[src/include/crc_pkg.sv]
// constants, register map and types of the clock and reset control block
package crc_pkg;

    ////////////////////////////////////////////////////////////////////////
    // clock and time base
    localparam int unsigned CLK_PERIOD_PS = 8000; // 125 mhz system clock
    localparam int unsigned TMR_W = 13; // width of the delay counters

    // pll start-up delay before the clock is delivered, least time
    localparam int unsigned PLL_STARTUP_NS = 4000;
    localparam int unsigned PLL_STARTUP_CYC =
        (PLL_STARTUP_NS * 1000 + CLK_PERIOD_PS - 1) / CLK_PERIOD_PS;
    // time from clock delivery until the lock flag rises, least time
    localparam int unsigned PLL_LOCK_NS = 2000;
    localparam int unsigned PLL_LOCK_CYC =
        (PLL_LOCK_NS * 1000 + CLK_PERIOD_PS - 1) / CLK_PERIOD_PS;
    // least low time of the reset pin after an internal pulse source
    localparam int unsigned RST_PULSE_NS = 20000;
    localparam int unsigned RST_PULSE_CYC =
        (RST_PULSE_NS * 1000 + CLK_PERIOD_PS - 1) / CLK_PERIOD_PS;
    // least count that the in-line checks of the top module rely on
    localparam int unsigned MIN_DELAY_CYC = 9;

    ////////////////////////////////////////////////////////////////////////
    // slow mode divider
    localparam int unsigned SLOW_DIV = 32;
    localparam int unsigned DIV_W = 5;
    localparam logic [4:0] DIV_LAST = 5'h1f;

    ////////////////////////////////////////////////////////////////////////
    // register port and map
    localparam int unsigned ADDR_W = 8;
    localparam int unsigned DATA_W = 8;
    localparam logic [7:0] OFS_MAIN_CLK = 8'h00; // main clock ctrl/status
    localparam logic [7:0] OFS_SI_STATUS = 8'h01; // integrity status, ro
    localparam logic [7:0] MAIN_CLK_RESET = 8'h00;
    localparam int unsigned BIT_SLOW_SEL = 0;
    localparam int unsigned BIT_CLKOUT_EN = 1;
    localparam int unsigned BIT_LOCK = 0;
    localparam int unsigned BIT_WAIT = 1;
    localparam int unsigned BIT_SLOW_ACT = 2;
    localparam logic [7:0] RD_ZERO = 8'h00;

    ////////////////////////////////////////////////////////////////////////
    // cpu power mode
    typedef enum logic [1:0] {
        crc_run  = 2'b01,
        crc_wait = 2'b10
    } crc_mode_t;

endpackage

[src/design/crc_clock_reset_ctrl.sv]
// main clock, pll start-up, reset pin and wait/slow mode control
//
// Contract
// pll clock delivered only after start-up delay
// lock flag set when pll reaches frequency
// main clock register resets zero, reserved bits
// bit 1 puts cpu clock on pin; here the pin toggles once per cpu tick, half the cpu rate
// bit 0 selects oscillator or divided by 32
// reset pin is input and open-drain output
// external reset low caught without a clock
// voltage detector low drives reset pin low
// supply below threshold holds static reset
// watchdog underflow drives pin for least pulse
// illegal opcode or prebyte also resets
// slow mode clocks cpu and peripherals /32
// wait entered in slow keeps divided clock
// wait stops cpu, peripherals keep running
// wait entry clears the global interrupt mask
// wait ends on interrupt or reset, vector
// slow switch only at divider boundary
// reset sources merged, released after pin high
//
// Chosen here: the strobed register port and the register offsets.
`timescale 1ns/100ps

module crc_clock_reset_ctrl #(
    parameter int unsigned PLL_STARTUP_CYC = crc_pkg::PLL_STARTUP_CYC,
    parameter int unsigned PLL_LOCK_CYC = crc_pkg::PLL_LOCK_CYC,
    parameter int unsigned RST_PULSE_CYC = crc_pkg::RST_PULSE_CYC
) (
    input wire logic sys_clk,
    input wire logic resetn,
    // register port
    input wire logic [crc_pkg::ADDR_W-1:0] reg_addr,
    input wire logic [crc_pkg::DATA_W-1:0] reg_wdata,
    input wire logic reg_wr,
    input wire logic reg_rd,
    output logic [crc_pkg::DATA_W-1:0] reg_rdata,
    // reset pin, open drain
    input wire logic rst_pin_in,
    output logic rst_pin_out,
    output logic rst_pin_oe,
    // reset sources
    input wire logic lvd_below,
    input wire logic wdg_underflow,
    input wire logic illegal_opcode,
    // cpu core side
    input wire logic wakeup_halt,
    input wire logic wfi_exec,
    input wire logic irq_pending,
    output logic core_reset_n,
    output logic cpu_clk_en,
    output logic periph_clk_en,
    output logic cpu_wait,
    output logic int_mask_clear,
    output logic vector_req,
    output logic vector_is_reset,
    output logic pll_clk_en,
    output logic pll_lock_flag,
    // clock output pin
    output logic clkout_pin_out,
    output logic clkout_pin_oe
);

    ////////////////////////////////////////////////////////////////////////
    // elaboration checks
    localparam logic [crc_pkg::TMR_W-1:0] STARTUP_LD =
        crc_pkg::TMR_W'(PLL_STARTUP_CYC);
    localparam logic [crc_pkg::TMR_W-1:0] LOCK_LD =
        crc_pkg::TMR_W'(PLL_LOCK_CYC);
    localparam logic [crc_pkg::TMR_W-1:0] PULSE_LD =
        crc_pkg::TMR_W'(RST_PULSE_CYC);

    // counters must fit and be long enough for the checks below
    if (PLL_STARTUP_CYC < crc_pkg::MIN_DELAY_CYC ||
        PLL_STARTUP_CYC >= (1 << crc_pkg::TMR_W)) begin : g_chk_start
        $error("pll start-up count out of range");
    end
    if (PLL_LOCK_CYC < 1 ||
        PLL_LOCK_CYC >= (1 << crc_pkg::TMR_W)) begin : g_chk_lock
        $error("pll lock count out of range");
    end
    if (RST_PULSE_CYC < crc_pkg::MIN_DELAY_CYC ||
        RST_PULSE_CYC >= (1 << crc_pkg::TMR_W)) begin : g_chk_pulse
        $error("reset pulse count out of range");
    end

    ////////////////////////////////////////////////////////////////////////
    // declarations
    logic arst_n; // power-on reset or reset pin low
    logic pin_hi; // settled level of the reset pin
    logic lvd_low; // settled supply-low indication
    logic pulse_busy; // least reset pulse still running
    logic pulse_load; // start of a pulse-type internal reset
    logic int_req; // any internal reset source active
    logic core_reset_q; // last cycle's core reset, for the rise
    logic rst_rise; // first cycle out of reset
    logic pll_start; // pll restart request
    logic startup_done; // pll start-up delay over
    logic lock_done; // pll settle delay over
    logic [crc_pkg::DIV_W-1:0] div_cnt; // slow mode prescaler
    logic div_boundary; // last count of the prescaler
    logic slow_active; // slow mode as applied to the clock
    logic tick; // one system clock worth of cpu clock
    logic slow_clock_select; // software slow mode request
    logic clock_output_enable; // software clock-out request
    crc_pkg::crc_mode_t mode; // cpu power mode
    crc_pkg::crc_mode_t next_mode;

    ////////////////////////////////////////////////////////////////////////
    // reset pin and source merging

    // the pin drops the core reset with no clock edge needed
    assign arst_n = resetn & rst_pin_in;

    crc_sync3 #(
        .RST_VAL(1'b0)
    ) u_pin_sync (
        .sys_clk(sys_clk),
        .resetn(resetn),
        .async_in(rst_pin_in),
        .sync_out(pin_hi)
    );

    // assume the supply is low until the detector says otherwise
    crc_sync3 #(
        .RST_VAL(1'b1)
    ) u_lvd_sync (
        .sys_clk(sys_clk),
        .resetn(resetn),
        .async_in(lvd_below),
        .sync_out(lvd_low)
    );

    // watchdog and illegal opcode both start the least pulse
    assign pulse_load = wdg_underflow | illegal_opcode;

    crc_pulse_timer #(
        .WIDTH(crc_pkg::TMR_W)
    ) u_pulse_tmr (
        .sys_clk(sys_clk),
        .resetn(resetn),
        .load(pulse_load),
        .load_val(PULSE_LD),
        .busy(pulse_busy),
        .done()
    );

    // one request from every internal source
    assign int_req = lvd_low | pulse_busy | pulse_load;

    // open drain: drive low during power-on reset and while an internal source holds
    always_ff @(posedge sys_clk or negedge resetn) begin
        if (!resetn) begin
            rst_pin_oe <= 1'b1;
        end else begin
            rst_pin_oe <= int_req;
        end
    end

    // the driven level is always low, the pull-up makes the high
    always_ff @(posedge sys_clk or negedge resetn) begin
        if (!resetn) begin
            rst_pin_out <= 1'b0;
        end else begin
            rst_pin_out <= 1'b0;
        end
    end

    // release only on a clock edge, once the pin is back high and no
    // internal source or drive remains; a glitch on the pin still resets
    always_ff @(posedge sys_clk or negedge arst_n) begin
        if (!arst_n) begin
            core_reset_n <= 1'b0;
        end else begin
            core_reset_n <= pin_hi & ~int_req & ~rst_pin_oe;
        end
    end

    // edge detector for the reset release
    always_ff @(posedge sys_clk or negedge resetn) begin
        if (!resetn) begin
            core_reset_q <= 1'b0;
        end else begin
            core_reset_q <= core_reset_n;
        end
    end

    assign rst_rise = core_reset_n & ~core_reset_q;

    ////////////////////////////////////////////////////////////////////////
    // pll start-up and lock

    // restart after every reset and every wakeup from halt
    assign pll_start = rst_rise | wakeup_halt;

    crc_pulse_timer #(
        .WIDTH(crc_pkg::TMR_W)
    ) u_startup_tmr (
        .sys_clk(sys_clk),
        .resetn(resetn),
        .load(pll_start),
        .load_val(STARTUP_LD),
        .busy(),
        .done(startup_done)
    );

    crc_pulse_timer #(
        .WIDTH(crc_pkg::TMR_W)
    ) u_lock_tmr (
        .sys_clk(sys_clk),
        .resetn(resetn),
        .load(startup_done),
        .load_val(LOCK_LD),
        .busy(),
        .done(lock_done)
    );

    // clock gated off until the start-up delay is over
    always_ff @(posedge sys_clk or negedge resetn) begin
        if (!resetn) begin
            pll_clk_en <= 1'b0;
        end else if (pll_start) begin
            pll_clk_en <= 1'b0;
        end else if (startup_done) begin
            pll_clk_en <= 1'b1;
        end
    end

    // lock flag: a set in the restart cycle is kept
    always_ff @(posedge sys_clk or negedge resetn) begin
        if (!resetn) begin
            pll_lock_flag <= 1'b0;
        end else if (lock_done) begin
            pll_lock_flag <= 1'b1;
        end else if (pll_start) begin
            pll_lock_flag <= 1'b0;
        end
    end

    ////////////////////////////////////////////////////////////////////////
    // slow mode prescaler

    // free-running while the pll delivers, gives the /32 boundary
    always_ff @(posedge sys_clk or negedge resetn) begin
        if (!resetn) begin
            div_cnt <= '0;
        end else if (pll_clk_en) begin
            div_cnt <= div_cnt + 1'b1;
        end
    end

    assign div_boundary = (div_cnt == crc_pkg::DIV_LAST);

    // the applied mode changes only at the boundary, no short pulse
    always_ff @(posedge sys_clk or negedge resetn) begin
        if (!resetn) begin
            slow_active <= 1'b0;
        end else if (div_boundary) begin
            slow_active <= slow_clock_select;
        end
    end

    // one tick in 32 cycles in slow mode, every cycle otherwise
    assign tick = pll_clk_en & (~slow_active | div_boundary);

    // peripherals keep their clock in wait and slow-wait
    always_ff @(posedge sys_clk or negedge resetn) begin
        if (!resetn) begin
            periph_clk_en <= 1'b0;
        end else begin
            periph_clk_en <= tick;
        end
    end

    // cpu clock stops in wait, aligned with cpu_wait
    always_ff @(posedge sys_clk or negedge resetn) begin
        if (!resetn) begin
            cpu_clk_en <= 1'b0;
        end else begin
            cpu_clk_en <= tick & core_reset_n &
                (next_mode == crc_pkg::crc_run);
        end
    end

    // clock out as a toggle per cpu tick: half the cpu rate, since a
    // fabric signal cannot carry the clock itself
    always_ff @(posedge sys_clk or negedge resetn) begin
        if (!resetn) begin
            clkout_pin_out <= 1'b0;
        end else if (clock_output_enable && tick) begin
            clkout_pin_out <= ~clkout_pin_out;
        end else if (!clock_output_enable) begin
            clkout_pin_out <= 1'b0;
        end
    end

    // pin stays free for port logic while disabled
    always_ff @(posedge sys_clk or negedge resetn) begin
        if (!resetn) begin
            clkout_pin_oe <= 1'b0;
        end else begin
            clkout_pin_oe <= clock_output_enable;
        end
    end

    ////////////////////////////////////////////////////////////////////////
    // wait mode

    // enter on the wait instruction, leave on an interrupt
    always_comb begin
        next_mode = mode;
        unique case (mode)
            crc_pkg::crc_run: begin
                if (wfi_exec) begin
                    next_mode = crc_pkg::crc_wait;
                end
            end
            crc_pkg::crc_wait: begin
                if (irq_pending) begin
                    next_mode = crc_pkg::crc_run;
                end
            end
            default: begin
                next_mode = crc_pkg::crc_run;
            end
        endcase
        if (!core_reset_n) begin
            next_mode = crc_pkg::crc_run;
        end
    end

    // mode register
    always_ff @(posedge sys_clk or negedge resetn) begin
        if (!resetn) begin
            mode <= crc_pkg::crc_run;
        end else begin
            mode <= next_mode;
        end
    end

    // wait status flag, registered copy of the next mode
    always_ff @(posedge sys_clk or negedge resetn) begin
        if (!resetn) begin
            cpu_wait <= 1'b0;
        end else begin
            cpu_wait <= (next_mode == crc_pkg::crc_wait);
        end
    end

    // one pulse on entry so every interrupt can wake the cpu
    always_ff @(posedge sys_clk or negedge resetn) begin
        if (!resetn) begin
            int_mask_clear <= 1'b0;
        end else begin
            int_mask_clear <= (mode == crc_pkg::crc_run) &&
                (next_mode == crc_pkg::crc_wait);
        end
    end

    // vector fetch request: reset vector after release, else interrupt
    always_ff @(posedge sys_clk or negedge resetn) begin
        if (!resetn) begin
            vector_req <= 1'b0;
            vector_is_reset <= 1'b0;
        end else begin
            vector_req <= rst_rise || (core_reset_n &&
                (mode == crc_pkg::crc_wait) && irq_pending);
            vector_is_reset <= rst_rise;
        end
    end

    ////////////////////////////////////////////////////////////////////////
    // register port

    // control bits cleared by every reset, reserved bits not stored
    always_ff @(posedge sys_clk or negedge resetn) begin
        if (!resetn) begin
            slow_clock_select <=
                crc_pkg::MAIN_CLK_RESET[crc_pkg::BIT_SLOW_SEL];
            clock_output_enable <=
                crc_pkg::MAIN_CLK_RESET[crc_pkg::BIT_CLKOUT_EN];
        end else if (!core_reset_n) begin
            slow_clock_select <= 1'b0;
            clock_output_enable <= 1'b0;
        end else if (reg_wr && reg_addr == crc_pkg::OFS_MAIN_CLK) begin
            slow_clock_select <= reg_wdata[crc_pkg::BIT_SLOW_SEL];
            clock_output_enable <= reg_wdata[crc_pkg::BIT_CLKOUT_EN];
        end
    end

    // read data stands one cycle, zero otherwise and when unmapped
    always_ff @(posedge sys_clk or negedge resetn) begin
        if (!resetn) begin
            reg_rdata <= crc_pkg::RD_ZERO;
        end else begin
            reg_rdata <= crc_pkg::RD_ZERO;
            if (reg_rd && reg_addr == crc_pkg::OFS_MAIN_CLK) begin
                reg_rdata[crc_pkg::BIT_SLOW_SEL] <= slow_clock_select;
                reg_rdata[crc_pkg::BIT_CLKOUT_EN] <= clock_output_enable;
            end else if (reg_rd && reg_addr == crc_pkg::OFS_SI_STATUS) begin
                reg_rdata[crc_pkg::BIT_LOCK] <= pll_lock_flag;
                reg_rdata[crc_pkg::BIT_WAIT] <= cpu_wait;
                reg_rdata[crc_pkg::BIT_SLOW_ACT] <= slow_active;
            end
        end
    end

    ////////////////////////////////////////////////////////////////////////
    // checks
    a_lvd_drives_pin: assert property (@(posedge sys_clk)
        disable iff (!resetn) lvd_low |=> rst_pin_oe)
        else $error("supply low without reset pin drive");

    a_wdg_pulse_len: assert property (@(posedge sys_clk)
        disable iff (!resetn) wdg_underflow |=> rst_pin_oe [*8])
        else $error("watchdog reset pulse too short");

    a_illegal_resets: assert property (@(posedge sys_clk)
        disable iff (!resetn) illegal_opcode |=> !core_reset_n)
        else $error("illegal opcode did not reset the core");

    a_pin_low_holds: assert property (@(posedge sys_clk)
        disable iff (!resetn) !pin_hi |=> !core_reset_n)
        else $error("core released while reset pin low");

    a_pll_start_delay: assert property (@(posedge sys_clk)
        disable iff (!resetn) rst_rise |=> !pll_clk_en [*8])
        else $error("pll clock delivered before start-up delay");

    a_lock_needs_clk: assert property (@(posedge sys_clk)
        disable iff (!resetn) $rose(pll_lock_flag) |-> pll_clk_en)
        else $error("lock flag set without pll clock");

    a_slow_tick_gap: assert property (@(posedge sys_clk)
        disable iff (!resetn)
        (slow_active && periph_clk_en) |=> !periph_clk_en [*8])
        else $error("slow mode tick spacing too short");

    a_wait_entry: assert property (@(posedge sys_clk)
        disable iff (!resetn)
        (mode == crc_pkg::crc_run && core_reset_n && wfi_exec)
        |=> int_mask_clear && cpu_wait)
        else $error("wait entry without mask clear");

    a_wait_stops_cpu: assert property (@(posedge sys_clk)
        disable iff (!resetn) cpu_wait |-> !cpu_clk_en)
        else $error("cpu clocked during wait");

    a_wait_exit_irq: assert property (@(posedge sys_clk)
        disable iff (!resetn)
        (mode == crc_pkg::crc_wait && irq_pending && core_reset_n)
        |=> vector_req && !vector_is_reset && !cpu_wait)
        else $error("interrupt did not end wait");

    a_reserved_zero: assert property (@(posedge sys_clk)
        disable iff (!resetn)
        $past(reg_rd) |-> reg_rdata[7:3] == 5'h00)
        else $error("reserved read bits not zero");

endmodule

[src/design/crc_pulse_timer.sv]
// loadable down counter with busy level and end-of-count pulse
`timescale 1ns/100ps

module crc_pulse_timer #(
    parameter int unsigned WIDTH = 13
) (
    input wire logic sys_clk,
    input wire logic resetn,
    input wire logic load,
    input wire logic [WIDTH-1:0] load_val,
    output logic busy,
    output logic done
);

    logic [WIDTH-1:0] cnt; // cycles still to run

    // a reload restarts the count from the top
    always_ff @(posedge sys_clk or negedge resetn) begin
        if (!resetn) begin
            cnt <= '0;
        end else if (load) begin
            cnt <= load_val;
        end else if (cnt != '0) begin
            cnt <= cnt - 1'b1;
        end
    end

    // done rises with the edge that brings the count to zero
    always_ff @(posedge sys_clk or negedge resetn) begin
        if (!resetn) begin
            done <= 1'b0;
        end else begin
            done <= !load && (cnt == WIDTH'(1));
        end
    end

    assign busy = (cnt != '0);

endmodule

[src/design/crc_sync3.sv]
// three-stage synchroniser that passes a change once stages two and three agree
`timescale 1ns/100ps

module crc_sync3 #(
    parameter logic RST_VAL = 1'b0
) (
    input wire logic sys_clk,
    input wire logic resetn,
    input wire logic async_in,
    output logic sync_out
);

    logic s1; // metastable stage, read only by s2
    logic s2;
    logic s3;

    ////////////////////////////////////////////////////////////////////////
    // shift chain
    always_ff @(posedge sys_clk or negedge resetn) begin
        if (!resetn) begin
            s1 <= RST_VAL;
            s2 <= RST_VAL;
            s3 <= RST_VAL;
        end else begin
            s1 <= async_in;
            s2 <= s1;
            s3 <= s2;
        end
    end

    // output follows only a settled level, filters one-cycle spikes
    always_ff @(posedge sys_clk or negedge resetn) begin
        if (!resetn) begin
            sync_out <= RST_VAL;
        end else if (s2 == s3) begin
            sync_out <= s3;
        end
    end

endmodule

[config.mk]
export PLATFORM = sky130hd
export DESIGN_NAME = crc_clock_reset_ctrl
export DESIGN_NICKNAME = d
export VERILOG_FILES = /design/src/include/crc_pkg.sv /design/src/design/crc_clock_reset_ctrl.sv /design/src/design/crc_pulse_timer.sv /design/src/design/crc_sync3.sv
export SDC_FILE = /design/constraint.sdc
export NUM_CORES = 1
export LEC_CHECK = 0
export BUFFER_PORTS_ARGS = -buffer_cell sky130_fd_sc_hd__buf_2
export CAP_MARGIN = 20
export CORE_UTILIZATION = 35
export CTS_CLUSTER_DIAMETER = 60
export CTS_CLUSTER_SIZE = 24
export DETAILED_ROUTE_END_ITERATION = 6
export GPL_TIMING_DRIVEN = 1
export PLACE_DENSITY = 0.64
export REMOVE_ABC_BUFFERS = 1
export SLEW_MARGIN = 20
export SYNTH_ARGS = -nofsm -noshare
export SYNTH_HDL_FRONTEND = slang
export SYNTH_SLANG_ARGS = --single-unit
[constraint.sdc]
create_clock -name sys_clk -period 5.9 [get_ports sys_clk]
set_clock_uncertainty 0.1 [all_clocks]
set_input_delay 0.59 -clock sys_clk [delete_from_list [all_inputs] [get_ports sys_clk]]
set_output_delay 0.59 -clock sys_clk [all_outputs]
set_load 0.005 [all_outputs]
==> results of run 1 <==
-- critical path: stages (launching register included) --
cell,delay [ps]
sky130_fd_sc_hd__dfrtp_1,520
sky130_fd_sc_hd__nor2b_1,550
sky130_fd_sc_hd__nor4b_4,170
sky130_fd_sc_hd__a2111oi_0,650
sky130_fd_sc_hd__mux2i_1,270
-- cells in the mapped netlist (3+ instances only) --
cell	count	share of area
sky130_fd_sc_hd__nor3b_1	3	0.0061
sky130_fd_sc_hd__and4_1	3	0.0071
sky130_fd_sc_hd__nand2_1	21	0.021
sky130_fd_sc_hd__mux2i_1	9	0.024
sky130_fd_sc_hd__nand4_1	5	0.0085
sky130_fd_sc_hd__ha_1	12	0.041
sky130_fd_sc_hd__nor2_1	29	0.030
sky130_fd_sc_hd__nand2b_1	4	0.0068
sky130_fd_sc_hd__or2_2	8	0.014
sky130_fd_sc_hd__nor4_1	10	0.017
sky130_fd_sc_hd__and2_1	8	0.014
sky130_fd_sc_hd__or4_1	3	0.0061
sky130_fd_sc_hd__nor2b_1	3	0.0051
sky130_fd_sc_hd__mux2_2	4	0.012
sky130_fd_sc_hd__nor3_1	6	0.0081
sky130_fd_sc_hd__o31ai_1	4	0.0081
sky130_fd_sc_hd__and3_1	3	0.0051
sky130_fd_sc_hd__a21oi_1	18	0.024
sky130_fd_sc_hd__xor2_1	4	0.0095
sky130_fd_sc_hd__a211oi_1	4	0.0081
sky130_fd_sc_hd__o21ai_0	14	0.019
sky130_fd_sc_hd__dfstp_2	6	0.043
sky130_fd_sc_hd__or3_1	11	0.019
sky130_fd_sc_hd__buf_4	7	0.014
sky130_fd_sc_hd__nand3_1	13	0.018
sky130_fd_sc_hd__a31oi_1	5	0.0085
sky130_fd_sc_hd__dfrtp_1	69	0.47
sky130_fd_sc_hd__inv_1	14	0.014
sky130_fd_sc_hd__clkbuf_1	5	0.0051
-- state kept, by name, indices dropped and copies added (netlist names), 2 cells and up --
| signal | count |
|---|---|
| reg_rdata | 3 |
| mode | 2 |
| div_cnt | 5 |
| u_lock_tmr.cnt | 13 |
| u_startup_tmr.cnt | 13 |
| u_pulse_tmr.cnt | 13 |
-- power by group through the flow --
| stage | clock network, mW | logic, mW | registers (mW) |
|---|---|---|---|
| after floorplan | 0 | 0.0436 | 0.553 |
| after detailed placement | 0 | 0.0704 | 0.557 |
| after global routing | 0.392 | 0.0810 | 0.550 |
| after CTS | 0.378 | 0.0715 | 0.547 |
| final | 0.362 | 0.0699 | 0.547 |
| after global placement | 0 | 0.0686 | 0.556 |
-- cells by family after synthesis --
kind of cell / count (synthesis) / synth area share
AND/OR/NAND/NOR: 147 / 0.236
flip-flops: 75 / 0.511
AO/OA/AOI/OAI: 63 / 0.114
buffers and inverters: 30 / 0.0407
adder cells (fa/ha/maj): 14 / 0.0462
multiplexers: 13 / 0.0367
XOR/XNOR: 6 / 0.0143
other: 1 / 0.00102
-- per-layer routing --
layer,GRT usage,routed length [um],up-vias
met5,0,0,-
met4,0.0765,168,0
met3,0.0243,293,13
met2,0.205,3120,61
met1,0.173,3150,1273
li1,-,-,1324
-- final cells by class --
cell class	instances	area, sq um	area share
Clock buffer	14	173	0.0416
Clock inverter	2	10.0	0.00241
Inverter	14	52.6	0.0127
Multi-Input combinational cell	249	1670	0.403
Sequential cell	75	1880	0.454
Tap cell	136	170	0.0410
Timing Repair Buffer	36	188	0.0452
-- worst min path at each step --
stage,startpoint,end,cells after the start
4_1_cts,lvd_below,u_lvd_sync.s1,1
3_5_place_dp,u_pin_sync.s1,u_pin_sync.s2,0
5_1_grt,lvd_below,u_lvd_sync.s1,1
6_report,lvd_below,u_lvd_sync.s1,1
3_3_place_gp,u_pin_sync.s1,u_pin_sync.s2,0
2_1_floorplan,resetn,clkout_pin_oe,0
-- repair_timing --
item,in CTS,in global routing
hold buffers,1,0
endpoints found under the hold margin,1,0
resized for setup,0,0
setup buffers,0,0
==> impl_metrics.yaml, run 1 <==
status:
  result_of_the_run: "finished, final reports clean"
setup_path:
  worst-path-max-fanout: 9
  start_kind: "register"
  timing.critical_path.from: "core_reset_n"
  worst-r2r-cell-count: 4
  crit_path_end_kind: "register"
  worstSetupPathType: "register to register"
  critPathRequiredTime_ps: 6070
  worstReg2RegStart: "core_reset_n"
  reg2reg_to: "u_startup_tmr.cnt[11]"
  regToRegSetupSlack_ps: 3560
  endpoint: "u_startup_tmr.cnt[11]"
  worst_ep_arrival_time_ps: 2510
final_layout:
  final_common_cell: "sky130_fd_sc_hd__dfrtp_1"
  flow.area_growth_from_synthesis_pct: 12.5
  postLayoutCellArea_sq_mm: 0.00415
  final_core_util: 0.404
  layout.filler_cells: 997
  most-common-layout-cells: "sky130_fd_sc_hd__dfrtp_1 (69), sky130_fd_sc_hd__buf_2 (34), sky130_fd_sc_hd__nor2_1 (29), sky130_fd_sc_hd__nand2_1 (21), sky130_fd_sc_hd__a21oi_1 (18)"
  layoutNonFillerInstCount: 526
  share_of_cells_above_drive_strength_1: 0.210
  finalNetCount: 424
  n_antenna_cell: 0
placement:
  dpl_worst_slack_ps: 3620
  finalWeightedCongestion: 0.769
  place.port_buffers: 35
  post_dp_cell_area_sq_mm: 0.00396
  dp_hpwl_mm: 4.66
  place.detailed.instances: 509
clock_tree:
  tritoncts: "yes"
  clock_buffers_created_by_tritoncts: 9
  clk_path_buf_depth: 2
  cts_max_level: 3
  numClockSinks: 75
  clock_insertion_delay_worst_skew_ps: 350
  root_buffer: "sky130_fd_sc_hd__clkbuf_8"
  cts.reportedPaths.clkPinSlew_ps: 70
die:
  start_util: 0.359
  die_width_um: 105
  die-area_sq_mm: 0.0109
  io-pin-count: 48
  rows: 37
  die_h_um: 105
  core-area_sq_mm: 0.0103
route:
  drc: 0
  vias_per_cell: 5.08
  route.antenna.remaining_nets: 0
  routedWlPerCell_um: 12.8
  detailedRoute.firstPassIterationCount: 6
  drt_iter0_drc: 121
  drt_total_wl_mm: 6.74
  num_vias: 2671
timing:
  period_share: 0.396
  slew_headroom: 0.390
  clock.fmax_mhz: 428
  timing_worst_slew_pin_value_ps: 915
  rsz0062_at_grt: "false"
  timing.final.hold_violations: 0
  worst_hold_slack_ps: 249
  post-route-min-period_ps: 2340
  finalWorstSetupSlack_ps: 3560
  setup_viol: 0
  final-max-slew-violation-count: 0
  setup-tns-final_ps: 0
pwr:
  design_power_total_mw: 0.979
  ir_drop_worst_case_vdd_mv: 0.0908
  swShare: 0.238
  pwr-share-comb: 0.071
  p_int_mw: 0.746
  share_clk_of_total_power: 0.370
  p_switching_mw: 0.233
  total_leakage_power_nw: 1.89
  power.sequential.fraction: 0.559
  power_density_mw_per_mm2: 236
synth:
  synth.ff_latch_count: 75
  synth_cell_types: 60
  syn-cell-area_sq_mm: 0.00369
  netlist_instances: 349
  synth.yosys.seq_area_share: 0.511
  edff_count_synth: 0
  ys_async_sr_fraction: 1.00
  yosysWarnings: 0
  post_syn_area_per_cell_sq_um: 10.6
  most_used_flip_flop_cell_after_synthesis: "sky130_fd_sc_hd__dfrtp_1"
grt:
  antenna_found_initial: 0
  pin_count_of_the_biggest_net_entering_global_routing: 76
  grt_first_pass_wirelength_mm: 11.8
  grt.total_usage: 0.132
  first_global_vias: 2530
  grt_remaining_overflow: 0
run:
  cap_violations: 0
min_path:
  min_path_type: "input port to register"
Power figures use the tool's default switching activity.
==> run 2: changes to the inputs <==
==> constraint.sdc (replaced) <==
create_clock -name sys_clk -period 2.2 [get_ports sys_clk]
set_clock_uncertainty 0.1 [all_clocks]
set_input_delay 0.22 -clock sys_clk [delete_from_list [all_inputs] [get_ports sys_clk]]
set_output_delay 0.22 -clock sys_clk [all_outputs]
set_load 0.005 [all_outputs]
==> impl_metrics.yaml, run 2 (synthesis gave the netlist of run 1 again) <==
placement:
  finalWeightedCongestion: 0.819
  place.port_buffers: 35
  dp_hpwl_mm: 4.95
grt:
  first_global_vias: 2642
  antenna_found_initial: 0
  pin_count_of_the_biggest_net_entering_global_routing: 43
  grt.total_usage: 0.135
  grt_remaining_overflow: 0
  grt_first_pass_wirelength_mm: 12.1
run:
  cap_violations: 0
min_path:
  min_path_type: "input port to register"
pwr:
  total_leakage_power_nw: 1.96
  power_density_mw_per_mm2: 608
  ir_drop_worst_case_vdd_mv: 0.276
setup_path:
  critical_path.cell_chain: "inv_1 -> ha_1 -> or4b_1 -> o311ai_2 -> xor2_1 -> nand2_1"
  critPathSlowestCell: "sky130_fd_sc_hd__or4b_1"
  worst-path-max-fanout: 5
  start_kind: "register"
  worstSetupPathType: "register to register"
  cp_slowest_stage_delay_ps: 480
  crit_path_end_kind: "register"
  worst_ep_arrival_time_ps: 2160
  cp_num_buf_inv: 1
  path_delay_family: "simple AND/OR/NAND/NOR gates"
  critPathRequiredTime_ps: 2310
timing:
  period_share: 0.930
  worst_hold_slack_ps: 26.0
  timing.final.hold_violations: 0
  clock.fmax_mhz: 489
  rsz0062_at_grt: "false"
  setup-tns-final_ps: 0
  slew_headroom: 0.626
  timing_worst_slew_pin_value_ps: 547
  post-route-min-period_ps: 2050
  setup_viol: 0
  final-max-slew-violation-count: 0
clock_tree:
  clock_buffers_created_by_tritoncts: 9
  numClockSinks: 75
  clk_path_buf_depth: 2
  resize_count_post_cts: 0
  clock_insertion_delay_worst_skew_ps: 350
  buffers_inserted_during_post_cts_setup_optimization: 0
  root_buffer: "sky130_fd_sc_hd__clkbuf_8"
  tritoncts: "yes"
  cts_max_level: 3
  cts.reportedPaths.clkPinSlew_ps: 80
die:
  die_h_um: 105
  start_util: 0.359
  die-area_sq_mm: 0.0109
  io-pin-count: 48
  die_width_um: 105
  rows: 37
  core-area_sq_mm: 0.0103
final_layout:
  share_of_cells_above_drive_strength_1: 0.235
  finalNetCount: 438
  reg.largest.list: "u_lock_tmr.cnt (13), u_pulse_tmr.cnt (13), u_startup_tmr.cnt (13)"
  most-common-layout-cells: "sky130_fd_sc_hd__dfrtp_1 (69), sky130_fd_sc_hd__buf_2 (34), sky130_fd_sc_hd__nor2_1 (29), sky130_fd_sc_hd__nand2_1 (21), sky130_fd_sc_hd__a21oi_1 (18)"
  flow.area_growth_from_synthesis_pct: 15.5
  n_antenna_cell: 0
  final_common_cell: "sky130_fd_sc_hd__dfrtp_1"
route:
  route.antenna.remaining_nets: 0
  drc: 2
  drt_total_wl_mm: 6.93
  vias_per_cell: 5.15
  drt_iter0_drc: 155
  detailedRoute.firstPassIterationCount: 6
  routedWlPerCell_um: 12.8
  num_vias: 2779
status:
  failed_checks: "DRC"
  result_of_the_run: "finished with violations"
## run 2: cell count changes in the layout (fill, tap and decap cells not counted), sizes merged
cell	delta
buf	+12
clkbuf	-3
clkinv	+3
dlygate4sd3	+2
## run 2: final cells by class
cell class | count | area, sq um
Sequential cell | 75 | 1880
Tap cell | 136 | 170
Clock buffer | 11 | 141
Clock inverter | 5 | 28.8
Fill cell | 973 | 6020
Inverter | 14 | 52.6
Multi-Input combinational cell | 249 | 1670
Timing Repair Buffer | 50 | 310
## run 2: through the flow
step | instances | area [sq um] | total power, mW | utilization | setup slack (ps)
floorplan | 338 | 3610 | 1.60 | - | 293
global placement | 521 | 4060 | 1.69 | 0.395 | 207
detailed placement | 521 | 4060 | 1.69 | 0.395 | 158
CTS | 540 | 4260 | 2.63 | 0.414 | 147
global route | 540 | 4260 | 2.71 | 0.414 | 4.57
finish | 540 | 4260 | 2.59 | 0.414 | 153
## run 2: worst reg2reg max path, stage by stage (launching register included)
cell	delay [ps]
sky130_fd_sc_hd__dfrtp_1	380
sky130_fd_sc_hd__inv_1	130
sky130_fd_sc_hd__ha_1	190
sky130_fd_sc_hd__or4b_1	480
sky130_fd_sc_hd__o311ai_2	370
sky130_fd_sc_hd__xor2_1	190
sky130_fd_sc_hd__nand2_1	70
## run 2: metal layers
| layer | vias to the layer above | part of all wire | global-route usage |
|---|---|---|---|
| met5 | - | 0 | 0 |
| met4 | 0 | 0.016 | 0.0694 |
| met3 | 8 | 0.043 | 0.0193 |
| met2 | 72 | 0.47 | 0.219 |
| met1 | 1352 | 0.47 | 0.176 |
| li1 | 1347 | - | - |
## run 2: repair_timing
item,CTS,global route
hold buffers,3,0
setup endpoints to repair,0,0
endpoints found under the hold margin,33,0
## run 2: where the power goes
group	internal [mW]	total [mW]	switching (mW)
sequential	1.42	1.47	0.0440
combinational	0.0922	0.204	0.112
clock	0.434	0.920	0.485
total	1.95	2.59	0.641
## run 2: path summary, 6_finish.rpt
| check | start | to | slack, ps | depth (start not counted) |
|---|---|---|---|---|
| min reg2reg | u_lvd_sync.s1 | u_lvd_sync.s2 | 260 | 0 |
| max | u_pulse_tmr.cnt[0] | u_pulse_tmr.cnt[6] | 150 | 6 |
| min | reg_addr[0] | reg_rdata[2] | 30 | 3 |
| min in group asynchronous | rst_pin_in | core_reset_n | 200 | 3 |
| max in group asynchronous | resetn | u_lvd_sync.sync_out | 1120 | 3 |
| max reg2reg | u_pulse_tmr.cnt[0] | u_pulse_tmr.cnt[6] | 150 | 6 |
==> run 3: changes to the inputs <==
--- a/config.mk
+++ b/config.mk
@@ -17,4 +17,5 @@
 export SLEW_MARGIN = 20
 export SYNTH_ARGS = -nofsm -noshare
 export SYNTH_HDL_FRONTEND = slang
+export SYNTH_HIERARCHICAL = 1
 export SYNTH_SLANG_ARGS = --single-unit
==> impl_metrics.yaml, run 3 <==
die:
  rows: 38
  die-area_sq_mm: 0.0115
  die_width_um: 107
  core-area_sq_mm: 0.0108
  start_util: 0.359
  io-pin-count: 48
  die_h_um: 107
placement:
  dp_hpwl_mm: 5.26
  post_dp_cell_area_sq_mm: 0.00451
  finalWeightedCongestion: 0.815
  dpl_worst_slack_ps: 59.0
  place.port_buffers: 35
final_layout:
  share_of_cells_above_drive_strength_1: 0.248
  final_common_cell: "sky130_fd_sc_hd__dfrtp_1"
  finalNetCount: 501
  most-common-layout-cells: "sky130_fd_sc_hd__dfrtp_1 (69), sky130_fd_sc_hd__conb_1 (45), sky130_fd_sc_hd__buf_2 (34), sky130_fd_sc_hd__buf_4 (26), sky130_fd_sc_hd__nand2_1 (25)"
  flow.area_growth_from_synthesis_pct: 22.7
  reg.largest.list: "u_lock_tmr/cnt (13), u_pulse_tmr/cnt (13), u_startup_tmr/cnt (13)"
  multiInputGateArea_sq_mm: 0.00201
  n_antenna_cell: 0
  register_cell_area_after_layout_sq_mm: 0.00188
  postLayoutCellArea_sq_mm: 0.00476
  layout.filler_cells: 1025
clock_tree:
  cts.reportedPaths.clkPinSlew_ps: 80
  clock_insertion_delay_worst_skew_ps: 360
  tritoncts: "yes"
  cts_max_level: 3
  root_buffer: "sky130_fd_sc_hd__clkbuf_8"
  clock_buffers_created_by_tritoncts: 9
  clk_path_buf_depth: 2
  numClockSinks: 75
setup_path:
  critPathSlowestCell: "sky130_fd_sc_hd__or4_1"
  worstSetupPathType: "register to register"
  worst_ep_arrival_time_ps: 2290
  cp_slowest_stage_delay_ps: 670
  critical_path.cell_chain: "or4_1 -> or4_4 -> xnor2_1 -> o211a_1"
  start_kind: "register"
  regToRegSetupSlack_ps: 50
  worstReg2RegStart: "u_startup_tmr/cnt[5]"
  worst-r2r-cell-count: 4
  timing.critical_path.from: "u_startup_tmr/cnt[5]"
  worst-path-max-fanout: 5
  critPathRequiredTime_ps: 2350
  crit_path_end_kind: "register"
  reg2reg_to: "u_startup_tmr/cnt[12]"
  endpoint: "u_startup_tmr/cnt[12]"
route:
  drt_total_wl_mm: 7.33
  drc: 0
  detailedRoute.firstPassIterationCount: 4
  routedWlPerCell_um: 12.1
  vias_per_cell: 4.72
  num_vias: 2864
  drt_iter0_drc: 58
  route.antenna.remaining_nets: 0
synth:
  yosysWarnings: 6
  syn-cell-area_sq_mm: 0.00388
  netlist_instances: 359
  post_syn_area_per_cell_sq_um: 10.8
timing:
  timing_worst_slew_pin_value_ps: 742
  rsz0062_at_grt: "false"
  period_share: 0.975
  post-route-min-period_ps: 2150
  finalWorstSetupSlack_ps: 54.2
  clock.fmax_mhz: 466
  setup_viol: 0
  slew_headroom: 0.505
  final-max-slew-violation-count: 0
  setup-tns-final_ps: 0
  timing.final.hold_violations: 0
grt:
  antenna_found_initial: 0
  pin_count_of_the_biggest_net_entering_global_routing: 39
  first_global_vias: 2879
  grt_remaining_overflow: 0
  grt_first_pass_wirelength_mm: 12.9
  grt.total_usage: 0.142
min_path:
  hold_start: "reg_addr[0]"
  min_path_type: "input port to register"
pwr:
  total_leakage_power_nw: 2.26
  ir_drop_worst_case_vdd_mv: 0.311
  power_density_mw_per_mm2: 782
run:
  cap_violations: 0
status:
  result_of_the_run: "finished, final reports clean"
run 3: final cells by class:
type / count / share of cell area
sequential: 75 / 0.396
multi-input combinational: 294 / 0.422
inverter: 17 / 0.0134
clock buffer: 9 / 0.0260
clock inverter: 7 / 0.0158
timing repair buffer: 65 / 0.0895
tap: 140 / 0.0368
run 3: worst min path at each step:
stage / depth (start not counted) / slack (ps) / endpoint
2_1_floorplan: 0 / -180 / clkout_pin_oe
3_3_place_gp: 2 / 20 / core_reset_n
3_5_place_dp: 2 / 20 / core_reset_n
4_1_cts: 3 / 7 / reg_rdata[2]
5_1_grt: 3 / 20 / slow_clock_select
6_report: 3 / 20 / reg_rdata[2]
run 3: timing repair:
action / in CTS / in global routing
hold buffers: 4 / 0
setup buffers: 0 / 0
hold endpoints to repair: 38 / 0
endpoints found under the setup margin: 0 / 8
resized for setup: 0 / 2
run 3: critical path: cells and delay by family (launching register included):
kind,cells,cell delay (ps)
AND/OR/NAND/NOR,2,1230
flip-flops,1,380
AO/OA/AOI/OAI,1,200
XOR/XNOR,1,130
run 3: power by group:
part / internal [mW] / switching (mW)
logic: 0.465 / 0.483
registers: 1.55 / 0.144
clock network: 0.532 / 0.548
total: 2.55 / 1.17
run 3: per-layer routing:
layer,vias up,GRT usage,wire length [um]
li1,1429,-,-
met1,1387,0.177,3440
met2,38,0.236,3540
met3,10,0.0260,203
met4,0,0.0685,143
met5,-,0,0
run 3: metrics by stage:
step / std cells / hold slack [ps] / total power [mW] / utilization
CTS: 607 / 7.44 / 3.75 / 0.440
global route: 607 / 20.2 / 3.97 / 0.441
detailed placement: 587 / 23.3 / 2.65 / 0.418
floorplan: 386 / -176 / 2.36 / -
global placement: 587 / 23.7 / 2.63 / 0.418
finish: 607 / 19.2 / 3.72 / 0.441
